[src/core/ardt_pkg.sv]
// Shared constants and types of the receiver data timing block
package ardt_pkg;
    // ==========================================================
    // Clock and base tick
    localparam int CLK_PERIOD_NS = 100;
    localparam logic [3:0] DIV_PLAN_LOW = 4'hA;
    localparam logic [3:0] DIV_PLAN_HIGH = 4'hE;
    // Crystal and tick figures per frequency plan, kept for reference
    localparam real XTAL_MHZ_LOW = 4.90625;
    localparam real TICK_US_LOW = 2.0383;
    localparam real XTAL_MHZ_HIGH = 6.76438;
    localparam real TICK_US_HIGH = 2.0697;

    // ==========================================================
    // Rate ranges and extended tick
    localparam logic [1:0] RANGE_0 = 2'h0;
    localparam logic [1:0] RANGE_1 = 2'h1;
    localparam logic [1:0] RANGE_2 = 2'h2;
    localparam logic [1:0] RANGE_3 = 2'h3;
    localparam logic [3:0] XT_DIV_R0 = 4'h8;
    localparam logic [3:0] XT_DIV_R1 = 4'h4;
    localparam logic [3:0] XT_DIV_R2 = 4'h2;
    localparam logic [3:0] XT_DIV_R3 = 4'h1;

    // Settle time in half base ticks (896.5, 512.5, 512.5, 320.5 ticks)
    localparam logic [11:0] SETTLE_HALF_R0 = 12'h701;
    localparam logic [11:0] SETTLE_HALF_R1 = 12'h401;
    localparam logic [11:0] SETTLE_HALF_R2 = 12'h401;
    localparam logic [11:0] SETTLE_HALF_R3 = 12'h281;

    // Least edge-to-edge gap on the data output, in extended ticks
    localparam logic [14:0] MIN_GAP_XT = 15'h0002;
    localparam logic [14:0] GAP_MAX = 15'h7FFF;

    // ==========================================================
    // Register port
    localparam int ADDR_W = 4;
    localparam int DATA_W = 32;
    localparam logic [3:0] OFS_CTRL = 4'h0;
    localparam logic [3:0] OFS_STATUS = 4'h4;
    localparam logic [3:0] OFS_EDGE = 4'h8;
    localparam int CTRL_FORCE_R3 = 0;
    localparam int ST_MODE = 0;
    localparam int ST_RANGE = 2;
    localparam int ST_DATA = 4;
    localparam int ST_OVF = 5;
    localparam int ST_AVAIL = 6;
    localparam int EDGE_VALID = 16;
    localparam logic CTRL_RESET = 1'b0;
    localparam logic IDLE_LEVEL = 1'b1;

    // ==========================================================
    // Edge interval buffer
    localparam int EDGE_W = 16;
    localparam int EDGE_DEPTH = 8;

    typedef enum logic [1:0] {
        MODE_SLEEP,
        MODE_SETTLE,
        MODE_SEEK,
        MODE_RECV
    } ardt_mode_type;
endpackage

[src/core/ardt_fifo.sv]
// Synchronous FIFO with valid and ready on both sides
module ardt_fifo #(
    parameter int WIDTH = 16,
    parameter int DEPTH = 8
) (
    input wire logic clk,
    input wire logic sys_rst,
    input wire logic in_valid,
    output logic in_ready,
    input wire logic [WIDTH-1:0] in_data,
    output logic out_valid,
    input wire logic out_ready,
    output logic [WIDTH-1:0] out_data,
    output logic [$clog2(DEPTH):0] level
);
    localparam int AW = $clog2(DEPTH);

    logic [WIDTH-1:0] mem_q [DEPTH];
    logic [AW:0] wp_q, wp_d, rp_q, rp_d;
    logic push, pop;

    // ==========================================================
    // Pointers
    always_comb begin
        in_ready = (level != DEPTH[AW:0]);
        out_valid = (wp_q != rp_q);
        push = in_valid && in_ready;
        pop = out_valid && out_ready;
        wp_d = push ? wp_q + 1'b1 : wp_q;
        rp_d = pop ? rp_q + 1'b1 : rp_q;
    end

    assign level = wp_q - rp_q;
    assign out_data = mem_q[rp_q[AW-1:0]];

    always_ff @(posedge clk) begin
        if (sys_rst) begin
            wp_q <= '0;
            rp_q <= '0;
        end else begin
            wp_q <= wp_d;
            rp_q <= rp_d;
        end
    end

    always_ff @(posedge clk) begin
        if (push) begin
            mem_q[wp_q[AW-1:0]] <= in_data;
        end
    end

    AST_FIFO_BOUND: assert property (@(posedge clk) disable iff (sys_rst)
        level <= DEPTH[AW:0])
        else $error("FIFO level beyond depth");
endmodule

[src/core/ardt_rx_timing.sv]
// Data timing back end of an ASK receiver: ticks, wake sequence, output shaping
// What this block does, and what ask of the controller and transmitter
// Decode rate pins into range 0,1,2
// Extended tick is 8,4,2,1 base ticks
// Base tick divides crystal, plan pin selects
// Divide by 10 low, 14 high
// Tick 2.0383us or 2.0697us at nominal crystals
// Enable low holds sleep, input ignored
// Enable high starts range-dependent settle period
// Settle 896.5/512.5/512.5/320.5 base ticks
// After settle, demodulator drives data output
// Output starts on first demodulator falling edge
// Receiving lasts until enable goes low
// Output resampled, changes only on extended ticks
// Output edges never closer than minimum gap
// Controller picks range matching actual baud
// Transmitter keeps edge intervals within limits
module ardt_rx_timing #(
    parameter logic [11:0] SETTLE_HALF_0 = ardt_pkg::SETTLE_HALF_R0,
    parameter logic [11:0] SETTLE_HALF_1 = ardt_pkg::SETTLE_HALF_R1,
    parameter logic [11:0] SETTLE_HALF_2 = ardt_pkg::SETTLE_HALF_R2,
    parameter logic [11:0] SETTLE_HALF_3 = ardt_pkg::SETTLE_HALF_R3
) (
    input wire logic clk,
    input wire logic sys_rst,
    input wire logic enable_pin,
    input wire logic freq_plan,
    input wire logic rate_sel_lo,
    input wire logic rate_sel_hi,
    input wire logic dem_in,
    output logic data_out,
    output logic rx_active,
    output logic base_tick,
    output logic extended_tick,
    input wire logic [ardt_pkg::ADDR_W-1:0] reg_addr,
    input wire logic [ardt_pkg::DATA_W-1:0] reg_wdata,
    input wire logic reg_wr,
    input wire logic reg_rd,
    output logic [ardt_pkg::DATA_W-1:0] reg_rdata
);
    import ardt_pkg::*;

    // ==========================================================
    // Base tick and extended tick
    logic [3:0] div, xdiv;
    logic [3:0] bcnt_q, bcnt_d;
    logic [3:0] xcnt_q, xcnt_d;
    logic [1:0] rate_range;
    logic force_r3_q, force_r3_d;
    ardt_mode_type mode_q, mode_d;

    always_comb begin
        div = freq_plan ? DIV_PLAN_HIGH : DIV_PLAN_LOW;
        if (force_r3_q) begin
            rate_range = RANGE_3;
        end else if (rate_sel_hi) begin
            rate_range = RANGE_2;
        end else if (rate_sel_lo) begin
            rate_range = RANGE_1;
        end else begin
            rate_range = RANGE_0;
        end
        unique case (rate_range)
            RANGE_0: xdiv = XT_DIV_R0;
            RANGE_1: xdiv = XT_DIV_R1;
            RANGE_2: xdiv = XT_DIV_R2;
            RANGE_3: xdiv = XT_DIV_R3;
        endcase
        // The divider keeps running in sleep, like the oscillator behind it
        base_tick = (bcnt_q >= div - 4'h1);
        bcnt_d = base_tick ? 4'h0 : bcnt_q + 4'h1;
        extended_tick = base_tick && (xcnt_q >= xdiv - 4'h1) && (mode_q != MODE_SLEEP);
        if (mode_q == MODE_SLEEP) begin
            xcnt_d = 4'h0;
        end else if (extended_tick) begin
            xcnt_d = 4'h0;
        end else if (base_tick) begin
            xcnt_d = xcnt_q + 4'h1;
        end else begin
            xcnt_d = xcnt_q;
        end
    end

    always_ff @(posedge clk) begin
        if (sys_rst) begin
            bcnt_q <= 4'h0;
            xcnt_q <= 4'h0;
        end else begin
            bcnt_q <= bcnt_d;
            xcnt_q <= xcnt_d;
        end
    end

    // ==========================================================
    // Wake sequence and output shaping
    logic [11:0] settle_half;
    logic [15:0] settle_prod, settle_target;
    logic [15:0] scnt_q, scnt_d;
    logic samp_q, samp_d;
    logic out_q, out_d;
    logic [14:0] gap_q, gap_d, elapsed;
    logic edge_ev;

    always_comb begin
        unique case (rate_range)
            RANGE_0: settle_half = SETTLE_HALF_0;
            RANGE_1: settle_half = SETTLE_HALF_1;
            RANGE_2: settle_half = SETTLE_HALF_2;
            RANGE_3: settle_half = SETTLE_HALF_3;
        endcase
        // Half-tick figures times the divider are always whole clock cycles
        settle_prod = 16'(settle_half) * 16'(div);
        settle_target = {1'b0, settle_prod[15:1]};
        elapsed = (gap_q == GAP_MAX) ? GAP_MAX : gap_q + 15'h1;
        mode_d = mode_q;
        scnt_d = scnt_q;
        samp_d = extended_tick ? dem_in : samp_q;
        out_d = out_q;
        gap_d = gap_q;
        edge_ev = 1'b0;
        unique case (mode_q)
            MODE_SLEEP: begin
                out_d = IDLE_LEVEL;
                samp_d = IDLE_LEVEL;
                if (enable_pin) begin
                    mode_d = MODE_SETTLE;
                    scnt_d = 16'h0;
                end
            end
            MODE_SETTLE: begin
                scnt_d = scnt_q + 16'h1;
                if (scnt_q >= settle_target - 16'h1) begin
                    mode_d = MODE_SEEK;
                end
            end
            MODE_SEEK: begin
                if (extended_tick && samp_q && !dem_in) begin
                    mode_d = MODE_RECV;
                    out_d = 1'b0;
                    gap_d = 15'h0;
                end
            end
            MODE_RECV: begin
                if (extended_tick) begin
                    // A one-tick spike seen on the first tick after an output edge never reaches the pin
                    if (dem_in != out_q && elapsed >= MIN_GAP_XT) begin
                        out_d = dem_in;
                        gap_d = 15'h0;
                        edge_ev = 1'b1;
                    end else begin
                        gap_d = elapsed;
                    end
                end
            end
        endcase
        if (!enable_pin) begin
            mode_d = MODE_SLEEP;
            // Idle level at once, so the drop to idle is never logged as an edge
            out_d = IDLE_LEVEL;
            edge_ev = 1'b0;
        end
    end

    always_ff @(posedge clk) begin
        if (sys_rst) begin
            mode_q <= MODE_SLEEP;
            scnt_q <= 16'h0;
            samp_q <= IDLE_LEVEL;
            out_q <= IDLE_LEVEL;
            gap_q <= 15'h0;
        end else begin
            mode_q <= mode_d;
            scnt_q <= scnt_d;
            samp_q <= samp_d;
            out_q <= out_d;
            gap_q <= gap_d;
        end
    end

    assign data_out = out_q;
    assign rx_active = (mode_q == MODE_RECV);

    // ==========================================================
    // Edge interval logging through the buffer
    logic pend_valid_q, pend_valid_d;
    logic [EDGE_W-1:0] pend_word_q, pend_word_d;
    logic fifo_in_ready, fifo_out_valid, fifo_pop;
    logic [EDGE_W-1:0] fifo_out_data;
    logic ovf_q, ovf_d;
    logic [DATA_W-1:0] rdata_q, rdata_d;
    logic [1:0] mode_code;

    ardt_fifo #(
        .WIDTH(EDGE_W),
        .DEPTH(EDGE_DEPTH)
    ) u_edge_fifo (
        .clk(clk),
        .sys_rst(sys_rst),
        .in_valid(pend_valid_q),
        .in_ready(fifo_in_ready),
        .in_data(pend_word_q),
        .out_valid(fifo_out_valid),
        .out_ready(fifo_pop),
        .out_data(fifo_out_data),
        .level()
    );

    always_comb begin
        // A full buffer stalls the pending word; a newer edge is then dropped
        pend_valid_d = pend_valid_q && !fifo_in_ready;
        pend_word_d = pend_word_q;
        ovf_d = ovf_q;
        if (reg_wr && reg_addr == OFS_STATUS && reg_wdata[ST_OVF]) begin
            ovf_d = 1'b0;
        end
        if (edge_ev) begin
            if (pend_valid_d) begin
                ovf_d = 1'b1;
            end else begin
                pend_word_d = {out_d, elapsed};
                pend_valid_d = 1'b1;
            end
        end
        force_r3_d = force_r3_q;
        if (reg_wr && reg_addr == OFS_CTRL) begin
            force_r3_d = reg_wdata[CTRL_FORCE_R3];
        end
        unique case (mode_q)
            MODE_SLEEP: mode_code = 2'h0;
            MODE_SETTLE: mode_code = 2'h1;
            MODE_SEEK: mode_code = 2'h2;
            MODE_RECV: mode_code = 2'h3;
        endcase
        fifo_pop = reg_rd && reg_addr == OFS_EDGE;
        rdata_d = '0;
        if (reg_rd) begin
            unique case (reg_addr)
                OFS_CTRL: rdata_d[CTRL_FORCE_R3] = force_r3_q;
                OFS_STATUS: begin
                    rdata_d[ST_MODE +: 2] = mode_code;
                    rdata_d[ST_RANGE +: 2] = rate_range;
                    rdata_d[ST_DATA] = out_q;
                    rdata_d[ST_OVF] = ovf_q;
                    rdata_d[ST_AVAIL] = fifo_out_valid;
                end
                OFS_EDGE: begin
                    rdata_d[EDGE_W-1:0] = fifo_out_valid ? fifo_out_data : '0;
                    rdata_d[EDGE_VALID] = fifo_out_valid;
                end
                default: rdata_d = '0;
            endcase
        end
    end

    always_ff @(posedge clk) begin
        if (sys_rst) begin
            pend_valid_q <= 1'b0;
            pend_word_q <= '0;
            ovf_q <= 1'b0;
            force_r3_q <= CTRL_RESET;
            rdata_q <= '0;
        end else begin
            pend_valid_q <= pend_valid_d;
            pend_word_q <= pend_word_d;
            ovf_q <= ovf_d;
            force_r3_q <= force_r3_d;
            rdata_q <= rdata_d;
        end
    end

    assign reg_rdata = rdata_q;

    // ==========================================================
    // Checks
    logic [7:0] bgap_q, xgap_q, xsince_q;
    logic seen_q, calm_q, fp_q, dprev_q;
    logic [1:0] rr_q;
    // Extended tick spacing is only judged over intervals with no plan or range change; base tick spacing only needs the plan steady at the tick
    always_ff @(posedge clk) begin
        rr_q <= rate_range;
        fp_q <= freq_plan;
        if (sys_rst || !enable_pin) begin
            bgap_q <= 8'h0;
            xgap_q <= 8'h0;
            seen_q <= 1'b0;
            calm_q <= 1'b0;
            xsince_q <= 8'h0;
            dprev_q <= IDLE_LEVEL;
        end else begin
            bgap_q <= base_tick ? 8'h0 : bgap_q + 8'h1;
            xgap_q <= extended_tick ? 8'h0 : xgap_q + 8'h1;
            seen_q <= seen_q || extended_tick;
            calm_q <= extended_tick || (calm_q && rate_range == rr_q && freq_plan == fp_q);
            dprev_q <= data_out;
            if (data_out != dprev_q) begin
                xsince_q <= 8'(extended_tick);
            end else if (extended_tick && xsince_q != 8'hFF) begin
                xsince_q <= xsince_q + 8'h1;
            end
        end
    end

    AST_RANGE_DECODE: assert property (@(posedge clk) disable iff (sys_rst)
        !force_r3_q |-> rate_range == (rate_sel_hi ? 2'h2 : {1'b0, rate_sel_lo}))
        else $error("Rate range decode wrong");
    AST_BASE_DIV: assert property (@(posedge clk) disable iff (sys_rst)
        base_tick && $stable(freq_plan) && seen_q |-> bgap_q == 8'(div) - 8'h1)
        else $error("Base tick spacing wrong");
    AST_XTICK_PERIOD: assert property (@(posedge clk) disable iff (sys_rst)
        extended_tick && seen_q && calm_q && rate_range == rr_q && freq_plan == fp_q
        && $past(mode_q) != MODE_SLEEP |-> xgap_q == 8'(xdiv) * 8'(div) - 8'h1)
        else $error("Extended tick spacing wrong");
    AST_SLEEP: assert property (@(posedge clk) disable iff (sys_rst)
        !enable_pin |=> mode_q == MODE_SLEEP && data_out == IDLE_LEVEL)
        else $error("Not asleep after enable low");
    AST_WAKE: assert property (@(posedge clk) disable iff (sys_rst)
        mode_q == MODE_SLEEP && enable_pin |=> mode_q == MODE_SETTLE && scnt_q == 16'h0)
        else $error("Wake did not start settling");
    AST_SETTLE_LEN: assert property (@(posedge clk) disable iff (sys_rst)
        mode_q == MODE_SETTLE && mode_d == MODE_SEEK |-> scnt_q == settle_target - 16'h1)
        else $error("Settle period length wrong");
    AST_FALL_START: assert property (@(posedge clk) disable iff (sys_rst)
        $rose(rx_active) |-> !data_out && $past(samp_q) && !$past(dem_in)
        && $past(extended_tick))
        else $error("Stream did not start on a falling edge");
    AST_STAY: assert property (@(posedge clk) disable iff (sys_rst)
        rx_active && enable_pin |=> rx_active)
        else $error("Left receiving while enabled");
    AST_OUT_ON_XTICK: assert property (@(posedge clk) disable iff (sys_rst)
        rx_active && $past(rx_active) && $changed(data_out) |-> $past(extended_tick))
        else $error("Output changed off the extended tick");
    AST_MIN_GAP: assert property (@(posedge clk) disable iff (sys_rst)
        rx_active && $past(rx_active) && data_out != dprev_q
        |-> xsince_q >= 8'(MIN_GAP_XT))
        else $error("Output edges closer than the minimum gap");
endmodule

[config.mk]
export PLATFORM = sky130hd
export DESIGN_NAME = ardt_rx_timing
export DESIGN_NICKNAME = d
export VERILOG_FILES = /design/src/core/ardt_pkg.sv /design/src/core/ardt_fifo.sv /design/src/core/ardt_rx_timing.sv
export SDC_FILE = /design/constraint.sdc
export NUM_CORES = 1
export LEC_CHECK = 0
export BUFFER_PORTS_ARGS = -buffer_cell sky130_fd_sc_hd__buf_2
export CORE_MARGIN = 2
export CORE_UTILIZATION = 60
export CTS_CLUSTER_SIZE = 8
export DETAILED_ROUTE_END_ITERATION = 8
export GPL_ROUTABILITY_DRIVEN = 0
export PLACE_DENSITY = 0.77
export SYNTH_ARGS = -nofsm -noshare
export SYNTH_HDL_FRONTEND = slang
export SYNTH_HIERARCHICAL = 1
export SYNTH_SLANG_ARGS = --single-unit
[constraint.sdc]
create_clock -name clk -period 4.8 [get_ports clk]
set_input_delay 0 -clock clk [delete_from_list [all_inputs] [get_ports clk]]
set_output_delay 0 -clock clk [all_outputs]
set_load 0.005 [all_outputs]
==> summary.md, run 1 <==
| Metric | Value |
|---|---|
| Chip width | 135 µm |
| Hold depth | 3 |
| Initial Utilization | 61.8% |
| Peak supply drop | 0.000276 V |
| Actual slew at the worst max-slew pin | 968 ps |
| Metal1 wirelength | 9000 µm |
| RSZ-0062 raised after global routing | false |
| PortBufs | 35 |
| Iter 0 DRT Violations | 616 |
| TritonCTS Buffers | 31 |
| Setup Viol. Count Final | 0 |
| Setup tns final | 0 ps |
| Worst slew margin | 35.4% |
| CP max stage cell | fa_1 |
| Share of layout cells above drive strength 1 | between 10% and 20% |
| Synth warn | 6 |
| Max Root-Sink Buffers | 3 |
| Final Power | ~4000 µW |
| Detail Route met3 WL | 1290 µm |
| WL per Instance | roughly 20 µm |
| Vias/cell | roughly 6.0 |
| Synthesis-to-finish area growth | 12.5% |
| Hold WC Path Type | primary input to flip-flop |
| Worst R2R Setup Slack | about 380 ps |
| Crit Reg-Reg Startpoint | force_r3_q |
| Final slew viol count | 0 |
| Cell Pwr Density | 351 nW/µm² |
| Crit path max fanout | 7 |
| Crit path DAT | 4860 ps |
| DRT antenna net count | 0 |
| Row cnt | 47 |
| Worst setup SP type | flip-flop |
| GR Util All Layers | 24.7% |
| R2R depth | 20 |
| I/O Pins | 81 |
| Die area | 18300 µm² |
| Critical-path cell list | inv_1, nand2_1, inv_1, ha_1, mux2_2, xnor2_1, ha_1, ha_1, fa_1, nor4_1, xnor2_1, nand2_1, xnor2_1, ha_1, and4_1, nand2_1, and4_1, a21oi_2, mux2i_1, nor2_1 |
| Static leakage | 0.00436 µW |
| Mapped Area | 10300 µm² |
| Sink of the worst hold path | pend_word_q[12] |
| Largest net degree at the start of global routing | 55 |
| CP delay by family, top | adder cells |
| Wire length on met2 | 10800 µm |
| Initial antenna violation count | 0 |
| Min Tclk post-route | 4420 ps |
| CTS clock-pin slew for the worst setup and hold paths | 50 ps |
| Synthesized area per cell | around 13 µm² |
| Sink Count | ~220 |
| Worst path max stage delay | 480 ps |
| Crit. End Element | flip-flop |
| WP buf/inv | 2 |
| Chip height | 135 µm |
| Total Nets Final | 950 |
| Post-DP HPWL | between 10000 and 15000 µm |
| Vias in the first global route | 6737 |
| Inserted Diodes | 0 |
| GRT overflow | 0 |
| Final Hold Vio Count | 0 |
| DRT Pass-1 Iters | 5 |
| H-Tree Depth | 1 |
| TritonCTS clock tree | yes |
| Commonest non-fill, non-tap cell in the layout | edfxtp_1 |
| Total number of vias | 6680 |
| Period utilisation layout | 92.1% |
| Critical path depth | 20 |
| CTS Root Cell | clkbuf_16 |
| Worst path required time | 5240 ps |
| Hold Path Origin | sys_rst |
| Max Clock Freq | 226 MHz |
| Crit Reg-Reg Endpoint | mode_q[1] |
| Post-Syn Instances | 806 |
| Clock Latency Late Sink | 550 ps |
| Outcome | completed |
| Top Metal Used | met4 |
| DRT Wirelength | around 22000 µm |
| Residual DRC count | 0 |
| Most frequent cells in the layout | edfxtp_1 (128), dfxtp_1 (90), nor2_1 (75) |
| Maxcap violations | 0 |
| First-pass GRT wire length | 35200 µm |
| Critical setup path kind | flip-flop to flip-flop |
| Core box area | 16700 µm² |
| Worst clock skew | 23.3 ps |
| Top cell by count, worst path | ha_1 |
==> area by class of cell <==
class,instances,area (µm²)
Clock buffer,53,858
Clock inverter,2,27.5
Fill cell,1132,5090
Inverter,32,120
Multi-Input combinational cell,522,4280
Sequential cell,218,5650
Tap cell,220,275
Timing Repair Buffer,60,405
==> through the flow <==
step | setup WS [ps] | hold WS (ps) | cells | cell area [µm²] | utilization, %
6_report | 379 | 32.4 | 1107 | 11600 | 69.5
2_1_floorplan | 747 | 97.5 | 820 | 10400 | -
5_1_grt | 74.2 | 53.6 | 1107 | 11600 | 69.5
3_5_place_dp | 388 | 242 | 1035 | 10500 | 63.2
3_3_place_gp | 504 | 235 | 1035 | 10500 | 63.2
4_1_cts | 355 | 34.7 | 1107 | 11600 | 69.5
==> timing repair <==
item | 4_1_cts | 5_1_grt
endpoints found under the setup margin | 0 | 1
gates resized for setup | 0 | 1
endpoints found under the hold margin | 13 | 0
setup buffers | 0 | 0
hold buffers | 17 | 0
==> worst max path at each step <==
stage / start / end / slack [ps]
floorplan: force_r3_q / mode_q[1] / 750
global placement: force_r3_q / mode_q[1] / 500
detailed placement: force_r3_q / mode_q[0] / 390
CTS: force_r3_q / mode_q[0] / 360
global route: force_r3_q / mode_q[0] / 70
finish: force_r3_q / mode_q[1] / 380
==> routing by layer <==
layer,vias to the layer above,track usage [%]
met1,3296,32.2
met5,-,0
met4,0,8.56
met2,232,42.0
met3,65,4.32
li1,3087,-
==> worst reg2reg max path: cells and delay by family, from the launching register on <==
family          cells  cell delay (ps)
flops               1              360
compound gates      1              210
buf+inv             2              300
xor+xnor            3              420
fa+ha+maj           5             1370
simple gates        7             1060
mux                 2              590
==> registers in the layout, indices dropped and copies added, names as in the netlist, 15 cells and up, named ones only <==
register           flops
reg_rdata             17
scnt_q                16
pend_word_q           16
u_edge_fifo/mem_q    128
gap_q                 15
==> report_power, final <==
| group | switching (µW) | internal [µW] | total, µW |
|---|---|---|---|
| combinational | 83.6 | 55.7 | 139 |
| clock | 762 | 1200 | 1960 |
| sequential | 6.23 | 1970 | 1970 |
| total | 852 | 3220 | 4070 |
Note: power is estimated with default switching activity, not from simulation.
==> run 2: changes to the inputs <==
- CORE_UTILIZATION: 60 -> 54
- HOLD_SLACK_MARGIN: default -> 0.15
- PLACE_DENSITY: 0.77 -> 0.73
- clock period: 4.8 -> 3.7 ns (I/O delays scaled with it)
==> run 2 against run 1 <==
Effect of this change: the run now ends with setup timing left; via count shrank 2.6%; clock power grew 31%; global-route usage shrank 3.6 points; register-to-register slack lost 540 ps; combinational power grew 47%; power grew 31%; clock skew shrank 9.6 ps; fmax grew 15%.
==> summary.md, run 2 (synthesized netlist as in run 1, its figures left out) <==
| Metric | Value |
|---|---|
| Period utilisation layout | 104% |
| Clock Latency Late Sink | 550 ps |
| WL per Instance | 18.5 µm |
| Final slew viol count | 0 |
| Actual slew at the worst max-slew pin | around 970 ps |
| Final setup margin | -158 ps |
| Setup Viol. Count Final | 2 |
| Worst setup SP type | flip-flop |
| Worst clock skew | 13.7 ps |
| H-Tree Depth | 1 |
| Maxcap violations | 0 |
| Gate power share | 3.8% |
| Share of layout cells above drive strength 1 | a little under a fifth |
| Final Util | 63.6% |
| Chip height | approximately 140 µm |
| CTS Root Cell | clkbuf_16 |
| RSZ-0062 raised after global routing | true |
| Max Root-Sink Buffers | 3 |
| Hold WC Path Type | primary input to flip-flop |
| Max Clock Freq | 259 MHz |
| Inserted Diodes | 0 |
| Die area | 20200 µm² |
| Vias in the first global route | 6275 |
| Crit. End Element | flip-flop |
| Post-DP HPWL | 13300 µm |
| Setup tns final | -262 ps |
| Final Hold Vio Count | 0 |
| Worst slew margin | 35.3% |
| Chip width | 142 µm |
| DRT antenna net count | 0 |
| Core box area | approximately 19000 µm² |
| Row cnt | 50 |
| P_sw | 1130 µW |
| Initial Utilization | 55.2% |
| Static leakage | 0.00447 µW |
| I/O Pins | approximately 80 |
| TritonCTS Buffers | 31 |
| Iter 0 DRT Violations | 395 |
| Internal | 4200 µW |
| TritonCTS clock tree | yes |
| First-pass GRT wire length | 33400 µm |
| Commonest non-fill, non-tap cell in the layout | edfxtp_1 |
| Most frequent cells in the layout | edfxtp_1 (128), dfxtp_1 (88), nor2_1 (75) |
| PortBufs | 35 |
| Sink Count | 218 |
| Outcome | finished, violations left |
| Max reg flops | 128 |
| Switching share of power | 21.2% |
| Design area | ~12000 µm² |
| Total number of vias | about 6500 |
| Violated checks | setup timing |
| Critical setup path kind | flip-flop to flip-flop |
| Post-DP Area | around 11000 µm² |
| Peak supply drop | 0.000420 V |
| DRT Wirelength | 21100 µm |
| Min Tclk post-route | 3860 ps |
| Layout filler cell count | about 1400 |
| Crit path DAT | 4300 ps |
| Synthesis-to-finish area growth | 15.2% |
| Total Nets Final | 970 |
| Vias/cell | between 5 and 6 |
| GRT overflow | 0 |
| Initial antenna violation count | 0 |
| CTS clock-pin slew for the worst setup and hold paths | 50 ps |
| Worst path required time | between 4000 and 5000 ps |
| GR Util All Layers | 21.1% |
| Residual DRC count | 0 |
| Clock group share of total power | ~48% |
| Register share of total power | between 40% and 50% |
| Crit path max fanout | 4 |
| Largest net degree at the start of global routing | 33 |
| DRT Pass-1 Iters | 4 |
| Cell Pwr Density | between 400 and 500 nW/µm² |
-- run 2: cell types whose count changed in the layout (fill, tap and decap cells not counted), moves of 2 or more --
| cell | change |
|---|---|
| ha_2 | +2 |
| dfxtp_1 | -2 |
| ha_4 | +4 |
| dlygate4sd3_1 | +3 |
| ha_1 | -6 |
| inv_2 | +3 |
| a21oi_1 | -2 |
| buf_4 | +17 |
| inv_1 | -3 |
-- run 2: metrics by stage --
stage	worst slack (ps)	total power [µW]	hold WS, ps	std cells
2_1_floorplan	18.8	2740	97.5	820
3_3_place_gp	-81.0	2780	252	1063
3_5_place_dp	-193	2780	253	1063
4_1_cts	-153	5350	347	1139
5_1_grt	-425	5500	378	1141
6_report	-158	5330	370	1141
-- run 2: power groups by stage --
stage          Clock (µW)  Combinational (µW)  Sequential (µW)
6_report             2570                 204             2560
5_1_grt              2720                 229             2560
4_1_cts              2600                 198             2560
3_5_place_dp            0                 176             2610
3_3_place_gp            0                 173             2600
2_1_floorplan           0                 135             2600
-- run 2: final timing paths --
kind	start	end	slack (ps)	depth (start not counted)
min	enable_pin	mode_q[1]	370	4
max	force_r3_q	mode_q[1]	-160	19
max reg2reg	force_r3_q	mode_q[1]	-160	19
min reg2reg	ovf_q	reg_rdata[5]	490	1
-- run 2: critical path, stage by stage, from the launching register on --
cell and delay, ps:
dfxtp_4 360, a21oi_4 170, inv_2 80, buf_4 140, ha_2 190, a31oi_2 220, ha_4 240, ha_4 160
fa_1 490, nor4_2 180, xnor2_1 150, nand2_1 80, xnor2_1 120, ha_1 280, and4_1 200, nand2_1 50
and4_1 200, a21oi_2 180, mux2i_1 200, nor2_1 50
-- run 2: routing by layer --
layer | part of all wire, % | track usage [%] | vias up
met2 | 49 | 35.5 | 172
met4 | 2.5 | 5.74 | 0
li1 | - | - | 3128
met1 | 45 | 28.6 | 3164
met5 | 0 | 0 | -
met3 | 4.1 | 3.26 | 42
-- run 2: layout make-up --
cell class	count	area [µm²]	share of cell area [%]
clock buffer	53	858	7.22
clock inverter	2	27.5	0.232
inverter	32	120	1.01
multi-input combinational	522	4380	36.8
sequential	218	5650	47.5
tap	234	293	2.46
timing repair buffer	80	563	4.74
-- run 2: what timing repair did --
| action | 4_1_cts | 5_1_grt |
|---|---|---|
| gates resized for setup | 10 | 3 |
| setup endpoints to repair | 2 | 3 |
| buffers inserted | 1 | 2 |
| endpoints found under the hold margin | 68 | 0 |
| hold buffers | 20 | 0 |
| pin swaps | 1 | 0 |
